**src/design/carm_pkg.sv**
```systemverilog
// Constants, register map and carriers for the current converter result monitor.
// Assumes a 100 MHz APB clock and a converter core that delivers results and calibration values.
package carm_pkg;
   // Register byte addresses
   localparam logic [31:0] A_VGAIN = 32'hFFFF_0540;
   localparam logic [31:0] A_TGAIN = 32'hFFFF_0544;
   localparam logic [31:0] A_RCL = 32'hFFFF_0548;
   localparam logic [31:0] A_RCV = 32'hFFFF_054C;
   localparam logic [31:0] A_TH = 32'hFFFF_0550;
   localparam logic [31:0] A_TCL = 32'hFFFF_0554;
   localparam logic [31:0] A_THV = 32'hFFFF_0558;
   localparam logic [31:0] A_ACC = 32'hFFFF_055C;
   localparam logic [31:0] A_REF = 32'hFFFF_057C;
   localparam logic [31:0] A_MODE = 32'hFFFF_0500;
   localparam logic [31:0] A_CFG = 32'hFFFF_0504;
   localparam logic [31:0] A_CTRL = 32'hFFFF_0508;
   localparam logic [31:0] A_STAT = 32'hFFFF_050C;
   // Reset values
   localparam logic [15:0] RCL_RST = 16'h0001;
   localparam logic [7:0] TCL_RST = 8'h01;
   localparam logic [15:0] GAIN_V_DEF = 16'h8000;
   localparam logic [15:0] GAIN_T_DEF = 16'h8000;
   localparam logic [15:0] REF_DEF = 16'h8000;
   localparam logic [7:0] MODE_RST = 8'h00;
   localparam logic [15:0] CTRL_RST = 16'h0000;
   // Conversion mode codes, mode register bits 2:0
   localparam logic [2:0] MD_PDN = 3'h0;
   localparam logic [2:0] MD_CONT = 3'h1;
   localparam logic [2:0] MD_SINGLE = 3'h2;
   localparam logic [2:0] MD_IDLE = 3'h3;
   localparam logic [2:0] MD_GCV = 3'h4;
   localparam logic [2:0] MD_GCT = 3'h5;
   // Power mode codes, mode register bits 4:3
   localparam logic [1:0] PM_NORM = 2'h0;
   localparam logic [1:0] PM_LP = 2'h1;
   localparam logic [1:0] PM_LPP = 2'h2;
   // Field positions
   localparam int MODE_PM_LO = 3;
   localparam int MODE_REF_BIT = 5;
   localparam int CFG_RCE_BIT = 0;
   localparam int CFG_CMP_LO = 3;
   localparam int CFG_ACC_LO = 5;
   localparam int CTRL_EN_BIT = 15;
   localparam int CTRL_UNI_BIT = 12;
   // Comparator and accumulator field codes
   localparam logic [1:0] CMP_OFF = 2'h0;
   localparam logic [1:0] CMP_IMM = 2'h1;
   localparam logic [1:0] CMP_DEC = 2'h2;
   localparam logic [1:0] ACC_OFF = 2'h0;
   localparam logic [1:0] ACC_SUB = 2'h2;
   // Status bits
   localparam int ST_RDY = 0;
   localparam int ST_CNT = 1;
   localparam int ST_THR = 2;
   localparam int ST_CMP = 3;
   localparam int ST_CAL = 4;
   localparam int ST_W = 5;
   // Gains
   localparam logic [9:0] GAIN_LP = 10'h080;
   localparam logic [9:0] GAIN_LPP = 10'h200;
   localparam logic [3:0] GAIN_CODE_MAX = 4'h9;
   // Idle time before coefficient writes are accepted
   localparam int CLK_PERIOD_NS = 10;
   localparam int IDLE_MIN_NS = 23000;
   localparam int IDLE_CYC = (IDLE_MIN_NS + CLK_PERIOD_NS - 1) / CLK_PERIOD_NS;
   localparam logic [11:0] IDLE_CYC_W = 12'(IDLE_CYC);
   // Converter result
   typedef struct packed {
      logic valid;
      logic [15:0] data;
   } carm_res_s;
   // Gain calibration answer
   typedef struct packed {
      logic done;
      logic [15:0] value;
   } carm_cal_s;
   // Converter control outputs
   typedef struct packed {
      logic conv_run;
      logic vt_run;
      logic lp_clk_sel;
      logic ref_precise;
      logic keep_pll;
      logic cal_req_v;
      logic cal_req_t;
      logic [9:0] pga_gain;
   } carm_ctl_s;
endpackage

```
**src/design/carm_top.sv**
```systemverilog
// Current converter result monitor: APB registers, result counter, comparator,
// accumulator, gain calibration holding and power mode control.
// Assumes results and calibration answers arrive as one-cycle pulses on pclk.
//
// What this block does
// Gain calibration of voltage or temperature replaces that 16-bit coefficient.
// Coefficient writes only land in idle after 23 us enabled.
// Result count limit sets conversions per event; resets to one.
// Result count rises per result; at limit raises event, wraps to zero.
// Writing control or mode register clears the result count.
// Magnitude compared to threshold, bits 15:0 unipolar, 14:0 twos complement.
// Threshold count increments at or above threshold, else decrements or clears.
// Threshold flag sets when threshold count equals its limit, reset one.
// Two-bit field picks comparator operation; immediate or persistence event.
// 32-bit accumulator adds or subtracts each current result.
// Accumulator clears when disabled or channel reconfigured.
// Software waits for ready before reading the accumulator.
// Software scales low-power results by reference scale over 0x8000.
// Software skips scaling when precision reference is selected.
// Mode register field selects normal, low power or low power-plus.
// Software starts in low power with 0x8007 and 0x09, waits 200 us.
// Software then selects idle with 0x03, waits 1 ms, then mode.
// Normal mode runs all channels from the fast modulator clock.
// Single conversion returns the converter to power-down afterwards.
// Software keeps the PLL powered in normal mode.
// Low power runs current channel only, slow clock, gain 128.
// Low power-plus as low power with gain 512; functions stay usable.
// Field picks decrement or clear; count floors at zero, stops rising when flagged.
//
// Register access over APB was decided locally.
`timescale 1ns/1ps
module carm_top (
   // Clock and reset
   input wire logic pclk,
   input wire logic presetn,
   // APB slave
   input wire logic [31:0] paddr,
   input wire logic psel,
   input wire logic penable,
   input wire logic pwrite,
   input wire logic [31:0] pwdata,
   output logic [31:0] prdata,
   output logic pready,
   output logic pslverr,
   // Converter core
   input carm_pkg::carm_res_s cur_res,
   input carm_pkg::carm_cal_s cal_in,
   output carm_pkg::carm_ctl_s ctl,
   output logic conv_irq
);
   import carm_pkg::*;

   logic [15:0] vgain_r, tgain_r, rcl_r, rcv_r, th_r, ref_r, ctrl_r;
   logic [7:0] tcl_r, thv_r, mode_r, cfg_r;
   logic [31:0] acc_r;
   logic [ST_W-1:0] stat_r;
   logic [11:0] idle_cnt_r;
   logic [31:0] prdata_r;
   logic err_r;
   carm_ctl_s ctl_r;
   logic wr, setup, hit;
   logic wr_mode, wr_ctrl, wr_cfg, wr_stat, reconf;
   logic coef_ok, res, uni, ge;
   logic [2:0] mfn;
   logic [1:0] pm, cmp, accm;
   logic [15:0] mag, thr, rcv_inc;
   logic [31:0] ext;
   logic [7:0] thv_nxt;
   logic thv_upd;
   logic [ST_W-1:0] st_set;
   logic [3:0] gsh;
   logic [31:0] ext_rd;

   // Bus decode
   assign setup = psel && !penable;
   assign wr = psel && penable && pwrite;
   assign wr_mode = wr && paddr == A_MODE;
   assign wr_ctrl = wr && paddr == A_CTRL;
   assign wr_cfg = wr && paddr == A_CFG;
   assign wr_stat = wr && paddr == A_STAT;
   assign reconf = wr_mode || wr_ctrl;
   assign pready = 1'b1;
   assign prdata = prdata_r;
   assign pslverr = psel && penable && err_r;

   // Field views
   assign mfn = mode_r[2:0];
   assign pm = mode_r[MODE_PM_LO +: 2];
   assign cmp = cfg_r[CFG_CMP_LO +: 2];
   assign accm = cfg_r[CFG_ACC_LO +: 2];
   assign uni = ctrl_r[CTRL_UNI_BIT];
   assign res = cur_res.valid;

   // Magnitude and threshold selection
   always_comb begin
      if (uni) begin
         mag = cur_res.data;
         thr = th_r;
      end else begin
         mag = cur_res.data[15] ? 16'(~cur_res.data + 16'h0001) : cur_res.data;
         thr = {1'b0, th_r[14:0]};
      end
   end
   assign ge = mag >= thr;
   assign ext = uni ? {16'h0000, cur_res.data} : {{16{cur_res.data[15]}}, cur_res.data};
   assign rcv_inc = 16'(rcv_r + 16'h0001);

   // Threshold count next value
   always_comb begin
      thv_nxt = thv_r;
      thv_upd = res && (cmp == CMP_DEC || cmp == 2'h3);
      if (ge) begin
         if (!stat_r[ST_THR] && thv_r != 8'hFF)
            thv_nxt = 8'(thv_r + 8'h01);
      end else if (cmp == CMP_DEC) begin
         if (thv_r != 8'h00)
            thv_nxt = 8'(thv_r - 8'h01);
      end else begin
         thv_nxt = 8'h00;
      end
   end

   // Hardware status events
   always_comb begin
      st_set = '0;
      st_set[ST_RDY] = res;
      st_set[ST_CNT] = res && cfg_r[CFG_RCE_BIT] && !reconf && rcv_inc == rcl_r;
      st_set[ST_THR] = thv_upd && thv_nxt == tcl_r;
      // Immediate event needs a strict overshoot, unlike the persistence count
      st_set[ST_CMP] = res && cmp == CMP_IMM && mag > thr;
      st_set[ST_CAL] = cal_in.done && (mfn == MD_GCV || mfn == MD_GCT);
   end

   // Idle timer gating coefficient writes
   always_ff @(posedge pclk or negedge presetn) begin
      if (!presetn)
         idle_cnt_r <= 12'h000;
      else if (mfn != MD_IDLE || !ctrl_r[CTRL_EN_BIT] || reconf)
         idle_cnt_r <= 12'h000;
      else if (idle_cnt_r != IDLE_CYC_W)
         idle_cnt_r <= 12'(idle_cnt_r + 12'h001);
   end
   assign coef_ok = mfn == MD_IDLE && ctrl_r[CTRL_EN_BIT] && idle_cnt_r == IDLE_CYC_W;

   // Gain coefficients
   always_ff @(posedge pclk or negedge presetn) begin
      if (!presetn) begin
         vgain_r <= GAIN_V_DEF;
         tgain_r <= GAIN_T_DEF;
      end else begin
         if (cal_in.done && mfn == MD_GCV)
            vgain_r <= cal_in.value;
         else if (wr && paddr == A_VGAIN && coef_ok)
            vgain_r <= pwdata[15:0];
         if (cal_in.done && mfn == MD_GCT)
            tgain_r <= cal_in.value;
         else if (wr && paddr == A_TGAIN && coef_ok)
            tgain_r <= pwdata[15:0];
      end
   end

   // Plain software registers
   always_ff @(posedge pclk or negedge presetn) begin
      if (!presetn) begin
         rcl_r <= RCL_RST;
         th_r <= 16'h0000;
         tcl_r <= TCL_RST;
         ref_r <= REF_DEF;
         cfg_r <= 8'h00;
         ctrl_r <= CTRL_RST;
      end else if (wr) begin
         if (paddr == A_RCL)
            rcl_r <= pwdata[15:0];
         if (paddr == A_TH)
            th_r <= pwdata[15:0];
         if (paddr == A_TCL)
            tcl_r <= pwdata[7:0];
         if (paddr == A_REF)
            ref_r <= pwdata[15:0];
         if (wr_cfg)
            cfg_r <= pwdata[7:0];
         if (wr_ctrl)
            ctrl_r <= pwdata[15:0];
      end
   end

   // Mode register with hardware returns
   always_ff @(posedge pclk or negedge presetn) begin
      if (!presetn)
         mode_r <= MODE_RST;
      else if (wr_mode)
         mode_r <= pwdata[7:0];
      else if (mfn == MD_SINGLE && res)
         mode_r[2:0] <= MD_PDN;
      else if (st_set[ST_CAL])
         mode_r[2:0] <= MD_IDLE;
   end

   // Result counter
   always_ff @(posedge pclk or negedge presetn) begin
      if (!presetn)
         rcv_r <= 16'h0000;
      else if (reconf)
         rcv_r <= 16'h0000;
      else if (res && cfg_r[CFG_RCE_BIT]) begin
         if (rcv_inc == rcl_r)
            rcv_r <= 16'h0000;
         else
            rcv_r <= rcv_inc;
      end
   end

   // Threshold persistence count
   always_ff @(posedge pclk or negedge presetn) begin
      if (!presetn)
         thv_r <= 8'h00;
      else if (thv_upd)
         thv_r <= thv_nxt;
   end

   // Accumulator
   always_ff @(posedge pclk or negedge presetn) begin
      if (!presetn)
         acc_r <= 32'h0000_0000;
      else if (reconf || accm == ACC_OFF)
         acc_r <= 32'h0000_0000;
      else if (res) begin
         if (accm == ACC_SUB)
            acc_r <= 32'(acc_r - ext);
         else
            acc_r <= 32'(acc_r + ext);
      end
   end

   // Status flags: hardware set wins over a write-one clear
   generate
      for (genvar i = 0; i < ST_W; i++) begin : g_stat
         always_ff @(posedge pclk or negedge presetn) begin
            if (!presetn)
               stat_r[i] <= 1'b0;
            else if (st_set[i])
               stat_r[i] <= 1'b1;
            else if (wr_stat && pwdata[i])
               stat_r[i] <= 1'b0;
         end
      end
   endgenerate
   assign conv_irq = |stat_r[ST_CMP:ST_CNT];

   // Converter control outputs
   assign gsh = ctrl_r[3:0] > GAIN_CODE_MAX ? GAIN_CODE_MAX : ctrl_r[3:0];
   always_ff @(posedge pclk or negedge presetn) begin
      if (!presetn)
         ctl_r <= '0;
      else begin
         ctl_r.conv_run <= ctrl_r[CTRL_EN_BIT] && (mfn == MD_CONT || mfn == MD_SINGLE);
         ctl_r.vt_run <= pm == PM_NORM && (mfn == MD_CONT || mfn == MD_SINGLE);
         ctl_r.lp_clk_sel <= pm != PM_NORM;
         ctl_r.ref_precise <= mode_r[MODE_REF_BIT];
         ctl_r.keep_pll <= pm == PM_NORM && mfn != MD_PDN;
         ctl_r.cal_req_v <= mfn == MD_GCV;
         ctl_r.cal_req_t <= mfn == MD_GCT;
         if (pm == PM_LP)
            ctl_r.pga_gain <= GAIN_LP;
         else if (pm == PM_LPP)
            ctl_r.pga_gain <= GAIN_LPP;
         else
            ctl_r.pga_gain <= 10'(10'h001 << gsh);
      end
   end
   assign ctl = ctl_r;

   // Read mux, captured in the setup cycle
   always_comb begin
      hit = 1'b1;
      unique case (paddr)
         A_VGAIN: ext_rd = {16'h0000, vgain_r};
         A_TGAIN: ext_rd = {16'h0000, tgain_r};
         A_RCL: ext_rd = {16'h0000, rcl_r};
         A_RCV: ext_rd = {16'h0000, rcv_r};
         A_TH: ext_rd = {16'h0000, th_r};
         A_TCL: ext_rd = {24'h000000, tcl_r};
         A_THV: ext_rd = {24'h000000, thv_r};
         A_ACC: ext_rd = acc_r;
         A_REF: ext_rd = {16'h0000, ref_r};
         A_MODE: ext_rd = {24'h000000, mode_r};
         A_CFG: ext_rd = {24'h000000, cfg_r};
         A_CTRL: ext_rd = {16'h0000, ctrl_r};
         A_STAT: ext_rd = {27'h0000000, stat_r};
         default: begin
            ext_rd = 32'h0000_0000;
            hit = 1'b0;
         end
      endcase
   end

   always_ff @(posedge pclk or negedge presetn) begin
      if (!presetn) begin
         prdata_r <= 32'h0000_0000;
         err_r <= 1'b0;
      end else if (setup) begin
         prdata_r <= pwrite ? 32'h0000_0000 : ext_rd;
         err_r <= !hit;
      end
   end
endmodule
```
**config.mk**
```make
export PLATFORM = sky130hd
export DESIGN_NAME = carm_top
export DESIGN_NICKNAME = d
export VERILOG_FILES = /design/src/design/carm_pkg.sv /design/src/design/carm_top.sv
export SDC_FILE = /design/constraint.sdc
export NUM_CORES = 1
export LEC_CHECK = 0
export BUFFER_PORTS_ARGS = -buffer_cell sky130_fd_sc_hd__buf_2
export CORE_MARGIN = 3
export CORE_UTILIZATION = 46
export DETAILED_ROUTE_END_ITERATION = 16
export PLACE_DENSITY_LB_ADDON = 0.3
export SYNTH_ARGS = -nofsm -noshare
export SYNTH_HDL_FRONTEND = slang
export SYNTH_SLANG_ARGS = --single-unit
```
**constraint.sdc**
```tcl
create_clock -name pclk -period 4.36 [get_ports pclk]
set_input_delay 0.654 -clock pclk [delete_from_list [all_inputs] [get_ports pclk]]
set_output_delay 0.654 -clock pclk [all_outputs]
set_load 0.1 [all_outputs]
```
==> metrics.txt <==
EDFF count, synth=0; internal cell power=3.79 mW; core area=around 0.032 mm2; kind of end point of the critical path=register; clock latency on the worst-skew pair=0.56 ns; WP data required=approximately 4.8 ns; clock power share=0.472; r2r endpoint=acc_r[31]$_DFFE_PN0P_; first-pass GRT wire length=between 60 and 70 mm; First-pass DRT Iterations=6; RSZ-0062 raised after global routing=true; reg2reg start=cfg_r[5]$_DFFE_PN0P_; asr flop ratio synth=1.00; yosys warns=0; #FFs+latches synth=roughly 240; layout cell share with drive strength beyond 1=0.243; H-Tree Depth=1; reg2reg path depth=16; initial drt markers=~1,100; share of the synthesized area in the top cell type=0.402; startpoint types=input port; Max FO, Critical Path=6; Die Area=0.0344 mm2; critical path type=input port to register; initial core utilization=0.468; CTS max path bufs=3; die height=approximately 190 um; synth top area cells=dfrtp_1 40%, mux2_2 5.3%, ha_1 4.6%; drc violations=0; # Post-CTS Setup Buffers=0; Synth Area in Adders=0.0478; synthesized instance count=1,557; max-slew violation count=0; count of maximum capacitance violations=0; prevailing post-synth register cell=dfrtp_1; Final min period=4.14 ns; status=finished, final reports clean; Sequential Power Share=0.453; row count=65; Placed Cells=between 2,000 and 2,500; Clock Skew=approximately 0.014 ns; worst vdd ir=275 uV; post-DP HPWL=31.9 mm; num ports=between 150 and 200; Pwr Density=~280 mW/mm2; die width=~190 um; slew at the pin closest to its max-slew limit=0.896 ns; Num Clock Sinks=~240; non-filler cells, final=about 2,200; CTS buffer count=27; fin crit share=0.950; Final Hold Fails=0; xor-xnor portion of the synthesized cell area=0.0577; hold_buf cts=0; Mapped Nets=approximately 1,700; nets=around 1,900; via count=between 10,000 and 15,000; I/O Buffers=137; final WL=43.6 mm; Leak=about 8.5 nW; total power=4.99 mW; Post-Synth Simple-Gate Area=0.168; R2R Setup Slk=approximately 0.46 ns; GRT Util Overall=0.251; Arr. time, crit path=about 4.6 ns; largest net degree at the start of global routing=between 100 and 150; post-synthesis mux area share=0.0959; total grt overflow=0; synthesized area=approximately 0.015 mm2; Seq/Total Area, Yosys=0.411; Placer Congestion=roughly 0.97; worst rel slew slack=0.402; Comb pwr share=0.075; Area Growth Syn to Fin=18.8%; root buffer cell=clkbuf_16; number of vias per cell=a little under 6; Net Sw Power=about 1.2 mW; combinational family with the most area after synthesis=compound AO/OA/AOI/OAI gates; number of global-route vias before repair=12,700; WL/cell=between 15 and 20 um; post-route ant nets=0; CTS clk-pin slew, worst paths=around 0.060 ns; Fmax=between 200 and 250 MHz; setup violators final=0; Setup TNS Final=0 ns; number of distinct library cells after synthesis=about 80; Sw Ratio=0.241; largest area contributor in the netlist=dfrtp_1; compound-gate portion of the synthesized area=0.182; worst min-delay path class=input port to asynchronous set/reset pin; syn avg cell area=9.51 um2; Ant. Diodes=0; CTS tree=yes; initial antenna violation count=2; Fin Hold WS=around 0.13 ns
==> worst max path at each step <==
stage / start / to / slack (ns) / cells after the start
final: cur_res[0] / acc_r[31]$_DFFE_PN0P_ / 0.22 / 22
after global routing: cur_res[0] / acc_r[31]$_DFFE_PN0P_ / -0.08 / 22
after CTS: cur_res[0] / acc_r[31]$_DFFE_PN0P_ / 0.002 / 22
after detailed placement: cur_res[0] / acc_r[31]$_DFFE_PN0P_ / -0.64 / 22
after global placement: cur_res[1] / acc_r[31]$_DFFE_PN0P_ / -0.59 / 22
after floorplan: cur_res[0] / acc_r[30]$_DFFE_PN0P_ / 0.03 / 19
==> cell usage after synthesis (all sizes together), types with 47 or more instances <==
cell type  instances
mux2i             62
nand2            135
ha                55
dfrtp            238
xnor2             57
a21oi             82
mux2              71
clkbuf            63
nor2             151
o21ai             98
a22o              47
==> routing by layer <==
| layer | global-route usage | vias to the layer above | wire length, um |
|---|---|---|---|
| met4 | 0.0663 | 4 | 1130 |
| met1 | 0.333 | 6301 | 18500 |
| met3 | 0.0407 | 93 | 2820 |
| li1 | - | 6085 | - |
| met2 | 0.429 | 436 | 21100 |
| met5 | 0 | - | 23 |
==> logic make-up after synthesis <==
group | count (synthesis)
AO/OA/AOI/OAI | 398
other | 1
XOR/XNOR | 96
adder cells (fa/ha/maj) | 56
flip-flops | 243
AND/OR/NAND/NOR | 498
multiplexers | 133
buffers and inverters | 132
==> power by group through the flow <==
| stage | Combinational (mW) | Clock [mW] | Sequential (mW) |
|---|---|---|---|
| after floorplan | 0.176 | 0 | 2.31 |
| after global placement | 0.365 | 0 | 2.30 |
| after detailed placement | 0.372 | 0 | 2.30 |
| after CTS | 0.373 | 2.39 | 2.26 |
| after global routing | 0.409 | 2.49 | 2.26 |
| final | 0.371 | 2.35 | 2.26 |
==> layout make-up <==
class,instances,area (um2)
Multi-Input combinational cell,1182,8280
Sequential cell,243,6090
Tap cell,402,503
Clock inverter,13,164
Timing Repair Buffer,262,1660
Clock buffer,36,749
Inverter,40,150
Fill cell,2743,14000
==> through the flow <==
step | setup slack, ns | utilization | cell area [um2]
detailed placement | -0.641 | 0.526 | 16600
CTS | 0.00178 | 0.555 | 17600
floorplan | 0.0289 | - | 14900
finish | 0.217 | 0.556 | 17600
global route | -0.0752 | 0.556 | 17600
global placement | -0.590 | 0.526 | 16600
==> worst max-delay path: stages <==
cell and delay [ns]:
buf_2 0.13, inv_1 0.08, ha_1 0.17, nand2_1 0.07, or3_1 0.35, or3_1 0.43, nor2_1 0.12, nand2_1 0.09
nor2_1 0.12, buf_4 0.16, o31a_1 0.13, ha_1 0.24, a21o_1 0.20, a21o_1 0.17, a21o_1 0.21, or2_2 0.29
a2111oi_2 0.37, buf_4 0.18, o211ai_1 0.09, nand2_1 0.13, xnor2_1 0.12, nor2_1 0.06
==> layout by cell type (no fill, tap or decap), types with 8 or more instances in the layout <==
cell type	instances
a21o_1	21
a21oi_1	80
a221oi_1	22
a22o_1	47
a22oi_1	31
a31oi_1	11
and3_1	14
buf_2	136
buf_4	123
clkbuf_16	27
dfrtp_1	238
ha_1	55
inv_1	40
mux2_2	70
mux2i_1	62
nand2_1	132
nand2b_1	14
nand3_1	42
nand4_1	24
nor2_1	148
nor2b_1	11
nor3_1	31
nor3_2	10
o21a_1	8
o21ai_0	80
o21ai_1	17
o21bai_1	8
o31a_1	16
o31ai_1	12
or3_1	13
xnor2_1	57
xor2_1	38
==> timing repair <==
action	CTS	global route
endpoints found under the hold margin	0	0
endpoints found under the setup margin	1	5
gates resized for setup	1	8
pin swaps	0	1
No activity file was read; power rests on OpenSTA's default activity.
